File: src/logic/agu_defs.vh
`ifndef AGU_DEFS_VH
`define AGU_DEFS_VH

// ----------------------------------------------------------------------
// Operating modes
// ----------------------------------------------------------------------
`define AGU_MODE_REAL      2'h0
`define AGU_MODE_V86       2'h1
`define AGU_MODE_PROT      2'h2

// ----------------------------------------------------------------------
// Access sizes
// ----------------------------------------------------------------------
`define AGU_SIZE_BYTE      2'h0
`define AGU_SIZE_WORD      2'h1
`define AGU_SIZE_DWORD     2'h2

// ----------------------------------------------------------------------
// Register codes and address constants
// ----------------------------------------------------------------------
`define AGU_SP_CODE        3'h4
`define AGU_REAL_ADDR_W    20
`define AGU_PAGE_OFF_W     12
`define AGU_IO_ADDR_MASK   32'h0000_FFFF
`define AGU_DESC_BYTES_LOG 3
`define AGU_SEL_TI_BIT     2
`define AGU_SEL_IDX_LO     3

// ----------------------------------------------------------------------
// Descriptor field positions
// ----------------------------------------------------------------------
`define AGU_DESC_BASE_LO_H 31
`define AGU_DESC_BASE_LO_L 16
`define AGU_DESC_BASE_MD_H 39
`define AGU_DESC_BASE_MD_L 32
`define AGU_DESC_BASE_HI_H 63
`define AGU_DESC_BASE_HI_L 56
`define AGU_DESC_LIM_LO_H  15
`define AGU_DESC_LIM_HI_H  51
`define AGU_DESC_LIM_HI_L  48
`define AGU_DESC_TYPE_H    43
`define AGU_DESC_TYPE_L    40

`endif

File: src/logic/address_generation_unit.v
`timescale 1ns/1ps
`include "agu_defs.vh"

module address_generation_unit #(
  parameter NUM_SEGS = 6,
  parameter SEG_SEL_W = 3
) (
  input  wire                 ref_clk,
  input  wire                 rstn,
  input  wire [1:0]           opMode,
  input  wire                 pagingOn,
  input  wire                 reqValid,
  input  wire                 reqIsIo,
  input  wire [2:0]           baseSel,
  input  wire [2:0]           indexSel,
  input  wire                 useBase,
  input  wire                 useIndex,
  input  wire                 useDisp,
  input  wire [1:0]           scaleMultiplier,
  input  wire [31:0]          instructionDisplacement,
  input  wire [1:0]           accessSize,
  input  wire [SEG_SEL_W-1:0] segSel,
  input  wire [255:0]         genRegFile,
  input  wire                 segWrite,
  input  wire [SEG_SEL_W-1:0] segWriteSel,
  input  wire [15:0]          segWriteValue,
  input  wire [31:0]          globalDescriptorTable,
  input  wire [31:0]          localDescriptorTable,
  input  wire                 descValid,
  input  wire [63:0]          descData,
  input  wire                 xlateDone,
  input  wire [19:0]          xlateFrame,
  output reg                  busy,
  output reg                  addrValid,
  output reg                  isIoAccess,
  output reg  [31:0]          physAddr,
  output reg  [3:0]           byteEnable,
  output reg                  crossesDword,
  output reg  [31:0]          effectiveOffset,
  output reg  [31:0]          linearAddr,
  output reg                  xlateReq,
  output reg                  descReq,
  output reg  [31:0]          descAddr
);

  // --------------------------------------------------------------------
  // States
  // --------------------------------------------------------------------
  localparam [1:0] ST_IDLE = 2'h0;
  localparam [1:0] ST_PAGE = 2'h1;
  localparam [1:0] ST_DESC = 2'h2;

  // --------------------------------------------------------------------
  // Functions
  // --------------------------------------------------------------------

  // Pick one 32-bit general register out of the flattened file
  function [31:0] pickReg;
    input [255:0] file;
    input [2:0]   code;
    begin
      pickReg = file[code*32 +: 32];
    end
  endfunction

  // Shift index left by the scale code: 1, 2, 4 or 8
  function [31:0] scaleIndex;
    input [31:0] value;
    input [1:0]  code;
    begin
      case (code)
        2'h0:    scaleIndex = value;
        2'h1:    scaleIndex = {value[30:0], 1'b0};
        2'h2:    scaleIndex = {value[29:0], 2'h0};
        default: scaleIndex = {value[28:0], 3'h0};
      endcase
    end
  endfunction

  // Byte lane mask for a size, before alignment
  function [6:0] sizeMask;
    input [1:0] size;
    begin
      case (size)
        `AGU_SIZE_BYTE: sizeMask = 7'h01;
        `AGU_SIZE_WORD: sizeMask = 7'h03;
        default:        sizeMask = 7'h0F;
      endcase
    end
  endfunction

  // --------------------------------------------------------------------
  // Segment cache storage
  // --------------------------------------------------------------------
  reg  [15:0]          segSelector_q [0:NUM_SEGS-1];  // Visible selector
  reg  [31:0]          segBase_q     [0:NUM_SEGS-1];  // Cached base
  reg  [19:0]          segLimit_q    [0:NUM_SEGS-1];  // Cached limit
  reg  [3:0]           segType_q     [0:NUM_SEGS-1];  // Cached type

  reg  [1:0]           state_q;                       // Controller state
  reg  [SEG_SEL_W-1:0] pendSeg_q;                     // Segment awaiting fill

  // --------------------------------------------------------------------
  // Offset datapath
  // --------------------------------------------------------------------
  wire        indexOk;       // Index present and legal
  wire [31:0] baseTerm;      // Base term or zero
  wire [31:0] indexTerm;     // Scaled index term or zero
  wire [31:0] dispTerm;      // Displacement term or zero
  wire [31:0] offSum;        // Three-term sum, carry dropped
  wire        realPath;      // Real or virtual 8086 formation
  wire [31:0] activeOff;     // Offset at the active width
  wire [31:0] segBaseNow;    // Base of selected segment
  wire [19:0] realAddr;      // 20-bit real mode result
  wire [31:0] linearNow;     // Linear address of this request
  wire        pageNow;       // Request goes through paging
  wire [6:0]  laneMask;      // Byte lanes after alignment

  // Stack pointer code never serves as an index
  assign indexOk = useIndex && (indexSel != `AGU_SP_CODE);
  // Any general register may be the base
  assign baseTerm = useBase ? pickReg(genRegFile, baseSel) : 32'h0000_0000;
  // Scaling is applied before summation
  assign indexTerm = indexOk ?
                     scaleIndex(pickReg(genRegFile, indexSel), scaleMultiplier) :
                     32'h0000_0000;
  assign dispTerm = useDisp ? instructionDisplacement : 32'h0000_0000;
  // Presence flags cover all eight forms with one adder chain
  assign offSum = baseTerm + indexTerm + dispTerm;

  // Mode selects the formation path in the same cycle
  assign realPath = (opMode == `AGU_MODE_REAL) || (opMode == `AGU_MODE_V86);
  // Real paths keep 16 offset bits, protected keeps 32
  assign activeOff = realPath ? {16'h0000, offSum[15:0]} : offSum;

  // Cached base of the segment this request names
  assign segBaseNow = segBase_q[segSel];
  // Segment value times 16 plus offset, held to 20 bits
  assign realAddr = segSelector_q[segSel] * 20'h0_0010
                    + {4'h0, activeOff[15:0]};
  // Real: zero-extend 20 bits; protected: cached descriptor base
  assign linearNow = realPath ? {12'h000, realAddr} :
                     segBaseNow + activeOff;
  // Paging only applies outside real mode
  assign pageNow = pagingOn && (opMode != `AGU_MODE_REAL) && !reqIsIo;

  // Lanes counted upward from the least significant byte
  assign laneMask = sizeMask(accessSize) << activeOff[1:0];

  // --------------------------------------------------------------------
  // Descriptor fetch address
  // --------------------------------------------------------------------
  wire [31:0] tableBase;     // Table picked by the select bit
  wire [31:0] entryAddr;     // Eight-byte entry address

  // Select bit zero means global, one means local
  assign tableBase = segWriteValue[`AGU_SEL_TI_BIT] ?
                     localDescriptorTable : globalDescriptorTable;
  // 13-bit index scaled by the eight-byte entry size
  assign entryAddr = tableBase +
                     {16'h0000, segWriteValue[15:`AGU_SEL_IDX_LO], 3'h0};

  // --------------------------------------------------------------------
  // Acceptance
  // --------------------------------------------------------------------
  wire idle;        // Controller free
  wire takeSeg;     // Segment load accepted
  wire takeReq;     // Address request accepted
  wire protLoad;    // Segment load needs a descriptor

  assign idle     = (state_q == ST_IDLE);
  assign takeSeg  = idle && segWrite;
  assign takeReq  = idle && reqValid && !segWrite;
  // Every mode outside the real paths fetches a descriptor on a load,
  // so the spare mode code 3 loads and forms addresses as protected mode
  assign protLoad = !realPath;

  // --------------------------------------------------------------------
  // Segment cache entries
  // --------------------------------------------------------------------
  genvar g;
  generate
    for (g = 0; g < NUM_SEGS; g = g + 1) begin : segEntry
      // Entry loads on a selector write and on descriptor return
      always @(posedge ref_clk or negedge rstn) begin
        if (!rstn) begin
          segSelector_q[g] <= 16'h0000;
          segBase_q[g]     <= 32'h0000_0000;
          segLimit_q[g]    <= 20'h0_FFFF;
          segType_q[g]     <= 4'h0;
        end else if (takeSeg && segWriteSel == g) begin
          // Selector kept; in real paths the base follows it directly
          segSelector_q[g] <= segWriteValue;
          if (!protLoad) begin
            segBase_q[g] <= {12'h000, segWriteValue, 4'h0};
          end
        end else if (state_q == ST_DESC && descValid && pendSeg_q == g) begin
          // Base assembled from the three descriptor base fields
          segBase_q[g] <= {descData[`AGU_DESC_BASE_HI_H:`AGU_DESC_BASE_HI_L],
                           descData[`AGU_DESC_BASE_MD_H:`AGU_DESC_BASE_MD_L],
                           descData[`AGU_DESC_BASE_LO_H:`AGU_DESC_BASE_LO_L]};
          segLimit_q[g] <= {descData[`AGU_DESC_LIM_HI_H:`AGU_DESC_LIM_HI_L],
                            descData[`AGU_DESC_LIM_LO_H:0]};
          segType_q[g]  <= descData[`AGU_DESC_TYPE_H:`AGU_DESC_TYPE_L];
        end
      end
    end
  endgenerate

  // --------------------------------------------------------------------
  // Controller
  // --------------------------------------------------------------------
  reg [1:0] state_d;    // Next state

  // Next state selection
  always @* begin
    state_d = state_q;
    case (state_q)
      ST_IDLE: begin
        if (takeSeg && protLoad) begin
          state_d = ST_DESC;
        end else if (takeReq && pageNow) begin
          state_d = ST_PAGE;
        end
      end
      ST_PAGE: begin
        if (xlateDone) begin
          state_d = ST_IDLE;
        end
      end
      ST_DESC: begin
        if (descValid) begin
          state_d = ST_IDLE;
        end
      end
      default: begin
        state_d = ST_IDLE;
      end
    endcase
  end

  // State register and pending segment
  always @(posedge ref_clk or negedge rstn) begin
    if (!rstn) begin
      state_q   <= ST_IDLE;
      pendSeg_q <= {SEG_SEL_W{1'b0}};
    end else begin
      state_q <= state_d;
      if (takeSeg) begin
        pendSeg_q <= segWriteSel;
      end
    end
  end

  // --------------------------------------------------------------------
  // Descriptor request outputs
  // --------------------------------------------------------------------

  // Fetch is raised only on protected selector loads
  always @(posedge ref_clk or negedge rstn) begin
    if (!rstn) begin
      descReq  <= 1'b0;
      descAddr <= 32'h0000_0000;
    end else if (takeSeg && protLoad) begin
      // Cached copy is refreshed only here, never per access
      descReq  <= 1'b1;
      descAddr <= entryAddr;
    end else if (state_q == ST_DESC && descValid) begin
      descReq <= 1'b0;
    end
  end

  // --------------------------------------------------------------------
  // Address outputs
  // --------------------------------------------------------------------

  // Result registers, paging handshake and busy flag
  always @(posedge ref_clk or negedge rstn) begin
    if (!rstn) begin
      addrValid       <= 1'b0;
      isIoAccess      <= 1'b0;
      physAddr        <= 32'h0000_0000;
      byteEnable      <= 4'h0;
      crossesDword    <= 1'b0;
      effectiveOffset <= 32'h0000_0000;
      linearAddr      <= 32'h0000_0000;
      xlateReq        <= 1'b0;
      busy            <= 1'b0;
    end else begin
      addrValid <= 1'b0;
      busy      <= (state_d != ST_IDLE);
      if (takeReq) begin
        effectiveOffset <= activeOff;
        byteEnable      <= laneMask[3:0];
        crossesDword    <= |laneMask[6:4];
        isIoAccess      <= reqIsIo;
        if (reqIsIo) begin
          // Port address is the low 16 offset bits; never a high window
          linearAddr <= activeOff & `AGU_IO_ADDR_MASK;
          physAddr   <= activeOff & `AGU_IO_ADDR_MASK;
          addrValid  <= 1'b1;
        end else if (pageNow) begin
          // Linear address handed to translation first
          linearAddr <= linearNow;
          xlateReq   <= 1'b1;
        end else begin
          // Without paging the linear address is physical, all 32 bits
          linearAddr <= linearNow;
          physAddr   <= linearNow;
          addrValid  <= 1'b1;
        end
      end else if (state_q == ST_PAGE && xlateDone) begin
        // Frame replaces upper bits; page offset passes unchanged
        physAddr  <= {xlateFrame, linearAddr[`AGU_PAGE_OFF_W-1:0]};
        xlateReq  <= 1'b0;
        addrValid <= 1'b1;
      end
    end
  end

endmodule

File: config.mk
export PLATFORM = sky130hd
export DESIGN_NAME = address_generation_unit
export DESIGN_NICKNAME = d
export VERILOG_FILES = /design/src/logic/address_generation_unit.v
export VERILOG_INCLUDE_DIRS = /design/src /design/src/logic
export SDC_FILE = /design/constraint.sdc
export NUM_CORES = 1
export LEC_CHECK = 0
export BUFFER_PORTS_ARGS = -buffer_cell sky130_fd_sc_hd__buf_2
export CORE_MARGIN = 2
export CORE_UTILIZATION = 55
export DETAILED_ROUTE_END_ITERATION = 8
export PLACE_DENSITY_LB_ADDON = 0.1
export SYNTH_ARGS = -nofsm -noshare
export SYNTH_HDL_FRONTEND = slang
export SYNTH_SLANG_ARGS = --single-unit
File: constraint.sdc
create_clock -name ref_clk -period 11.62 [get_ports ref_clk]
set_input_delay 0.581 -clock ref_clk [delete_from_list [all_inputs] [get_ports ref_clk]]
set_output_delay 0.581 -clock ref_clk [all_outputs]
set_load 0.02 [all_outputs]
# Word level (Yosys, flattened, before mapping)
# Cells that the tools add are included.
[classes]
addsub = 5
eq_ne = 26
n_bitwise = 1
shift = 3
n_lt_le_gt_ge = 1
n_reduce_logical = 51
n_mux = 47
[ops]
columns = ["op", "n"]
rows = [
  ["$mux W32", 26],
  ["$shiftx A256 B9 Y32", 2],
  ["$add A32 B32 Y32", 3],
  ["$bmux W32 S3", 1],
  ["$pmux W32 S3", 1],
  ["$bmux W16 S3", 1],
  ["$add A32 B16 Y32", 1],
  ["$mux W16", 2],
  ["$logic_and A1 B1 Y1", 22],
  ["$add A20 B16 Y20", 1],
  ["$reduce_bool A2 Y1", 10],
  ["$ne A2 B2 Y1 const B", 8],
  ["$reduce_and A2 Y1", 7],
  ["$eq A3 B2 Y1 const B", 4],
  ["$eq A3 B3 Y1 const B", 4],
  ["$mux W1", 10],
  ["$eq A2 B1 Y1 const B", 4],
  ["$logic_not A2 Y1", 4],
  ["$mux W2", 4],
  ["$pmux W4 S2", 1],
  ["$shl A7 B2 Y7", 1],
  ["$eq A3 B1 Y1 const B", 2],
  ["$logic_not A3 Y1", 2],
  ["$ne A3 B3 Y1 const B", 2],
  ["other kinds (8)", 11],
]
[word_totals]
regBits = 431
inputBits = 481

# Logic depth before layout (Yosys ltp)
# Gate-level depths: netlist (run 1).
[logic_depth]
ltp_word = 11
ltp_mapped = 33
mapped_depth_nobuf = 29

# Worst setup path after synthesis (run 1)
# No wires, ideal clock.
[synth_timing]
kind = "input-to-reg"
from = "in indexSel[0]"
to = "reg physAddr[31]"
required_ns = 11.543
setup_slack_ns = 3.960
n_path_buf = 5
t_arrival_ns = 7.583
cell_stages = 33
path_cell_list = "buf_2 buf_1 buf_1 mux4_2 mux2i_1 nand2_1 nand2_1 mux2i_1 nand2_1 fa_1 inv_1 ha_1 buf_2 a21oi_1 o21ai_1 a2111oi_0 a21oi_1 o21a_1 o21a_1 o311ai_0 a21oi_1 or2_2 xor2_1 and2_1 ha_1 clkbuf_1 a21o_1 a21o_1 a21oi_1 nand2_1 a2111oi_1 a2111oi_2 a21oi_1"
[synth_via]
elab_chain_len = 11
word_cells_on_any_way = 13
[synth_rtl]
columns = ["element", "line_no", "rtl"]
rows = [
  ["start: declaration", "address_generation_unit.v:15", "input wire [2:0] indexSel,"],
  ["$shiftx A256 B9 Y32 or $ne A3 B3 Y1 (tied branches)", "--", ""],
  ["$pmux W32 S3 or $logic_and A1 B1 Y1 (tied branches)", "address_generation_unit.v:71, address_generation_unit.v:120", ""],
  ["$mux W32 *", "address_generation_unit.v:124", "assign indexTerm = indexOk ?"],
  ["$add A32 B32 Y32 * (2 in a row)", "address_generation_unit.v:129", "assign offSum = baseTerm + indexTerm + dispTerm;"],
  ["$mux W32 *", "address_generation_unit.v:134", "assign activeOff = realPath ? {16'h0000, offSum[15:0]} : offSum;"],
  ["named net activeOff[28]", "address_generation_unit.v:112", "wire [31:0] activeOff;"],
  ["$add A32 B32 Y32 *", "address_generation_unit.v:143", "segBaseNow + activeOff;"],
  ["$mux W32 *", "address_generation_unit.v:142", "assign linearNow = realPath ? {12'h000, realAddr} :"],
  ["$mux W32 *", "address_generation_unit.v:302", "end else if (pageNow) begin"],
  ["$mux W32 *", "address_generation_unit.v:297", "if (reqIsIo) begin"],
  ["$mux W32 *", "address_generation_unit.v:292", "if (takeReq) begin"],
  ["end signal: assignment", "address_generation_unit.v:300", "physAddr <= activeOff & `AGU_IO_ADDR_MASK;"],
  ["end signal: assignment", "address_generation_unit.v:309", "physAddr <= linearNow;"],
  ["end signal: assignment", "address_generation_unit.v:314", "physAddr <= {xlateFrame, linearAddr[`AGU_PAGE_OFF_W-1:0]};"],
  ["end: declaration", "address_generation_unit.v:36", "output reg [31:0] physAddr,"],
]
# The timed path passes the listed nets; every way through them passes the cells marked *. The select of a mux whose other input is x is not followed.
# A chain may end at the register's enable or synchronous reset.

# Worst setup path after layout (run 1)
# Same ends and word-level chain as after synthesis.

==> results of run 1 <==
cells in the final DEF, fill, tap and decap left out, drive strengths merged, types with 10 or more instances in the layout:
master  synthesis  layout
o31ai          24      24
diode           0      39
a21o           27      27
nand4          13      13
and3           13      13
xor2           20      20
dfrtp         431     431
xnor2          51      51
inv           100     102
o21ai         146     146
a31oi         116     116
a21oi         130     130
fa             35      35
or3            13      13
or2            10      10
nor2          239     239
nor2b          21      21
a21boi         10      10
o211ai         17      17
o21bai         10      10
a211oi         24      24
o21a           20      20
ha             86      86
mux2i         116     116
buf            63     624
clkbuf        146      67
nand3          24      24
nor3           45      45
mux4          179     179
and2           20      20
a22o          101     101
mux2           73      73
nand2         775     775
nand2b         18      18
final timing paths:
kind,to,slack (ns)
min reg2reg,descReq$_DFFE_PN0P_,0.47
max,physAddr[31]$_DFFE_PN0P_,3.49
min,physAddr[20]$_DFFE_PN0P_,0.12
max in group asynchronous,segBase_q[12]$_DFFE_PN0P_,9.12
max reg2reg,physAddr[28]$_DFFE_PN0P_,6.92
min in group ref_clk,physAddr[16]$_DFFE_PN0P_,0.24
sequential cells by signal, indices dropped and copies added, names as in the netlist:
signal,cells
segBase_q,192
segSelector_q,96
descAddr,32
effectiveOffset,32
linearAddr,32
physAddr,32
byteEnable,4
pendSeg_q,3
state_q,2
addrValid,1
busy,1
crossesDword,1
descReq,1
isIoAccess,1
xlateReq,1
cell type report:
cell class / instances / area [µm²] / share of cell area
clock inverters: 19 / 269 / 0.00763
well taps: 696 / 871 / 0.0247
multi-input cells: 2461 / 18200 / 0.517
clock buffers: 67 / 1370 / 0.0389
inverters: 101 / 379 / 0.0108
diodes: 39 / 97.6 / 0.00277
repair buffers: 624 / 3250 / 0.0921
flip-flops and latches: 431 / 10800 / 0.306
power by group:
group          total [mW]  internal (mW)  switching, mW
Sequential           2.39           2.05          0.340
Combinational        2.93           1.20           1.73
Clock                1.59          0.938          0.648
worst max-delay path: stages:
cell and delay, ns:
buf_4 0.53, buf_4 0.60, mux4_2 0.60, mux2i_1 0.36
mux2_2 0.25, nor3_1 0.06, fa_1 0.55, ha_1 0.21
inv_1 0.08, fa_1 0.45, nand2b_1 0.18, a21oi_1 0.30
nor2_1 0.14, o21ai_0 0.21, xnor2_1 0.22, inv_1 0.13
ha_1 0.36, nand2_1 0.10, a21oi_1 0.17, a221o_1 0.21
nor2_1 0.06, o31ai_1 0.33, a21oi_1 0.16, o31a_1 0.33
o41ai_2 0.59, a2111oi_1 0.24, a2111oi_2 0.42, a21oi_1 0.12
per-stage QoR:
step	setup WS (ns)	hold WS [ns]	instances	util	power [mW]
6_report	3.49	0.124	4438	0.653	6.91
3_3_place_gp	3.10	0.453	4313	0.620	5.16
5_1_grt	2.88	0.194	4425	0.652	7.29
4_1_cts	3.56	0.152	4399	0.651	6.86
3_5_place_dp	3.00	0.457	4313	0.620	5.27
2_1_floorplan	3.96	0.285	3202	-	4.31
cells by family after synthesis:
kind of cell	synth area share
compound gates	0.151
xor+xnor	0.0214
fa+ha+maj	0.0590
buf+inv	0.0398
flops	0.358
mux	0.200
simple gates	0.171
routing by layer:
metal | up-vias | wire length, µm | global-route usage
li1 | 12500 | - | -
met1 | 14100 | 44700 | 0.537
met2 | 1630 | 53400 | 0.638
met3 | 292 | 11900 | 0.0864
met4 | 14 | 5930 | 0.194
met5 | - | 94 | 0
==> flow_metrics.env, run 1 <==
export IMPL_viasPerCell=6.41
export IMPL_fill_cells=4582
export IMPL_synth_edff_count=0
export IMPL_yosys_area_top_type="dfrtp_1"
export IMPL_timing_setup_tns_ns=0
export IMPL_placed_cell_area_mm2=0.0335
export IMPL_ff2ff_path_depth=17
export IMPL_synthArstFlopShare=1.00
export IMPL_ys_types=91
export IMPL_stdcell_area_mm2=0.0353
export IMPL_die_h_um=238
export IMPL_syn_to_final_growth_pct=17.0
export IMPL_p_leak_nw=17.2
export IMPL_root_buffer="clkbuf_16"
export IMPL_grt_pass1_vias=27700
export IMPL_hold_buffers=0
export IMPL_synth_avg_cell_area_um2=9.41
export IMPL_startpoint="indexSel[0]"
export IMPL_place_congestion=1.02
export IMPL_wire_per_inst_um=26.1
export IMPL_syn_inst=3202
export IMPL_finalMaxSlewViolations=0
export IMPL_r2r_start="segBase_q[96]$_DFFE_PN0P_"
export IMPL_grt_max_degree=150
export IMPL_die_area_mm2=0.0567
export IMPL_tightest_slew_ns=1.21
export IMPL_ys_seq_elements=431
export IMPL_post_route_drc_count=0
export IMPL_relSlewSlack=0.196
export IMPL_placementRows=85
export IMPL_syn_num_nets=3804
export IMPL_final_nets=4268
export IMPL_io_pins=619
export IMPL_core_mm2=0.0540
export IMPL_synth_seq_area_share=0.358
export IMPL_cp_end_kind="flop"
export IMPL_hpwl_um=87400
export IMPL_antenna_found_initial=49
export IMPL_port_buffers=586
export IMPL_ant_nets=0
export IMPL_grt_pass1_wl_um=172000
export IMPL_crit_type="in2reg"
export IMPL_clockBufferDepth=3
export IMPL_routed_wl_um=116000
export IMPL_synth_warnings=0
export IMPL_period_share=0.700
export IMPL_start_util=0.558
export IMPL_vias=28500
export IMPL_gr_usage_all_layers=0.405
export IMPL_synthTopCellsByArea="dfrtp_1 36%, mux4_2 13%, nand2_1 9.7%"
export IMPL_final_hold_viol_count=0
export IMPL_ctsResizeCount=0
export IMPL_crit_required_ns=12.08
export IMPL_cts_made_buffers=47
export IMPL_path_clk_slew_ns=0.06
export IMPL_min_path_type="in2async"
export IMPL_power_density_mw_per_mm2=196
export IMPL_grt_setup_unrepaired="no"
export IMPL_h_tree_depth=2
export IMPL_synth_area_mm2=0.0301
export IMPL_cts_setup_buffers=0
export IMPL_drive_gt1_frac=0.274
export IMPL_maxCapViolations=0
export IMPL_synth_commonest_cells="775 x nand2_1, 431 x dfrtp_1, 239 x nor2_1, 178 x mux4_2, 145 x clkbuf_1"
export IMPL_cts_sinks=431
export IMPL_clkLatencyLatePin_ns=0.60
export IMPL_setup_viol=0
export IMPL_status="finished clean"
export IMPL_drt_pre_antenna_iters=6
export IMPL_fin_crit_ns=8.13
export IMPL_cts_tree="yes"
export IMPL_finClkSkew_ns=0.0350
export IMPL_irDropWorstVdd_v=0.000135
export IMPL_yosysMostFrequentCell="nand2_1"
export IMPL_synth_flop_cell="dfrtp_1"
export IMPL_dieWidth_um=238
export IMPL_cp_max_fo=36
export IMPL_cp_arrival_ns=8.59
export IMPL_drtIter0Drc=2968
export IMPL_max_freq_mhz=123
export IMPL_grt_overflow_total=0
export IMPL_start_kind="primary input"
export IMPL_synthDominantCellAreaShare=0.358
Note: power is estimated with default switching activity, not from simulation.
==> run 2: changes to the inputs <==
Clock period 11.62 ns to 7.6 ns, I/O delays scaled along.
==> flow_metrics.env, run 2 (synthesis results as in run 1) <==
export IMPL_ff2ff_setup_slack_ns=3.04
export IMPL_timing_setup_tns_ns=0
export IMPL_antenna_found_initial=55
export IMPL_min_path_type="in2reg"
export IMPL_hpwl_um=88300
export IMPL_port_buffers=586
export IMPL_place_congestion=1.04
export IMPL_fin_crit_ns=6.93
export IMPL_finClkSkew_ns=0.0195
export IMPL_layout_commonest_cell="nand2_1"
export IMPL_tightest_slew_ns=1.17
export IMPL_die_area_mm2=0.0567
export IMPL_die_h_um=238
export IMPL_cts_made_buffers=48
export IMPL_path_clk_slew_ns=0.06
export IMPL_core_mm2=0.0540
export IMPL_final_nets=4301
export IMPL_h_tree_depth=2
export IMPL_largestRegisters="segBase_q (192), segSelector_q (96)"
export IMPL_grt_overflow_total=0
export IMPL_p_leak_nw=17.4
export IMPL_period_share=0.911
export IMPL_crit_required_ns=8.12
export IMPL_max_freq_mhz=144
export IMPL_status="finished clean"
export IMPL_crit_slowest_cell="mux4_2"
export IMPL_setup_viol=0
export IMPL_clockBufferDepth=3
export IMPL_wire_per_inst_um=25.7
export IMPL_post_route_drc_count=0
export IMPL_placementRows=85
export IMPL_cp_max_fo=22
export IMPL_total_power_mw=10.6
export IMPL_drt_pre_antenna_iters=6
export IMPL_drtIter0Drc=2631
export IMPL_top_register="segBase_q"
export IMPL_grt_pass1_vias=27800
export IMPL_maxCapViolations=0
export IMPL_drive_gt1_frac=0.279
export IMPL_critPathBufInv=3
export IMPL_gr_usage_all_layers=0.403
export IMPL_comb_power_share=0.427
export IMPL_start_kind="primary input"
export IMPL_power_frac_seq=0.344
export IMPL_vias=28500
export IMPL_grt_pass1_wl_um=172000
export IMPL_dieWidth_um=238
export IMPL_relSlewSlack=0.219
export IMPL_ant_nets=0
export IMPL_cpPeakStageDelay_ns=0.51
export IMPL_layout_common_cells="774 x nand2_1, 582 x buf_2, 431 x dfrtp_1"
export IMPL_ctsResizeCount=0
export IMPL_multi_input_area_mm2=0.0182
export IMPL_cts_tree="yes"
export IMPL_crit_type="in2reg"
export IMPL_start_util=0.558
export IMPL_cp_end_kind="flop"
export IMPL_internal_power_mw=6.48
export IMPL_critPathMostFrequentCell="a21oi_1"
export IMPL_clkLatencyLatePin_ns=0.60
export IMPL_syn_to_final_growth_pct=18.1
export IMPL_finalMaxSlewViolations=0
export IMPL_final_hold_viol_count=0
export IMPL_root_buffer="clkbuf_16"
export IMPL_io_pins=619
export IMPL_routed_wl_um=115000
export IMPL_grt_max_degree=182
export IMPL_power_share_clock=0.229
export IMPL_viasPerCell=6.39
export IMPL_path_delay_family="compound AO/OA/AOI/OAI gates"
export IMPL_grt_setup_unrepaired="no"
export IMPL_cts_sinks=431
export IMPL_largest_register_ffs=192
export IMPL_regArea_mm2=0.0108
export IMPL_cp_arrival_ns=7.45
export IMPL_fill_cells=4536
export IMPL_power_density_mw_per_mm2=298
export IMPL_sw_frac_of_total=0.389
export IMPL_p_switching_mw=4.12
export IMPL_irDropWorstVdd_v=0.000235
==> run 2: tightest hold or removal path: stages <==
cell and delay (ns):
buf_2 0.10, nand2_1 0.05, a31oi_1 0.07
==> run 2: path summary, 6_finish.rpt <==
path	startpoint	to	cells after the start
max	indexSel[0]	physAddr[31]$_DFFE_PN0P_	30
min	xlateFrame[8]	physAddr[20]$_DFFE_PN0P_	3
max reg2reg	segBase_q[0]$_DFFE_PN0P_	physAddr[30]$_DFFE_PN0P_	17
min reg2reg	descReq$_DFFE_PN0P_	descReq$_DFFE_PN0P_	2
max in group asynchronous	rstn	descAddr[8]$_DFFE_PN0P_	3
min in group asynchronous	rstn	linearAddr[25]$_DFFE_PN0P_	2
==> run 2: per-stage QoR <==
| step | instances | worst slack (ns) | instance area [µm²] | hold slack [ns] | util |
|---|---|---|---|---|---|
| after floorplan | 3202 | 0.141 | 30100 | 0.0844 | - |
| after global placement | 4344 | 0.340 | 33800 | 0.425 | 0.626 |
| after detailed placement | 4344 | 0.210 | 33800 | 0.431 | 0.626 |
| after CTS | 4426 | 0.784 | 35500 | 0.0364 | 0.657 |
| after global routing | 4448 | 0.190 | 35500 | 0.0589 | 0.658 |
| final | 4467 | 0.674 | 35600 | 0.0476 | 0.659 |
==> run 2: power groups by stage <==
stage               clock (mW)  combinational [mW]  sequential, mW
global placement             0                4.32            3.61
global route              2.53                4.92            3.73
floorplan                    0                2.78            3.82
finish                    2.42                4.52            3.65
detailed placement           0                4.44            3.66
CTS                       2.44                4.47            3.62
==> run 2: timing repair <==
item | in CTS | in global routing
endpoints found under the setup margin | 0 | 0
hold buffers | 1 | 0
endpoints found under the hold margin | 84 | 0
buffers inserted | 0 | 0
==> run 2: area by class of cell <==
type	count	area share
well taps	696	0.0245
clock buffers	69	0.0397
multi-input cells	2461	0.513
diodes	41	0.00288
clock inverters	12	0.00630
flip-flops and latches	431	0.303
repair buffers	656	0.100
inverters	101	0.0107
==> run 2: metal layers <==
metal / up-vias / part of all wire / routed length (µm) / track usage
li1: 12500 / - / - / -
met1: 14100 / 0.39 / 44200 / 0.516
met2: 1603 / 0.47 / 53600 / 0.648
met3: 292 / 0.098 / 11200 / 0.100
met4: 14 / 0.048 / 5520 / 0.187
met5: - / 0.00079 / 91 / 0
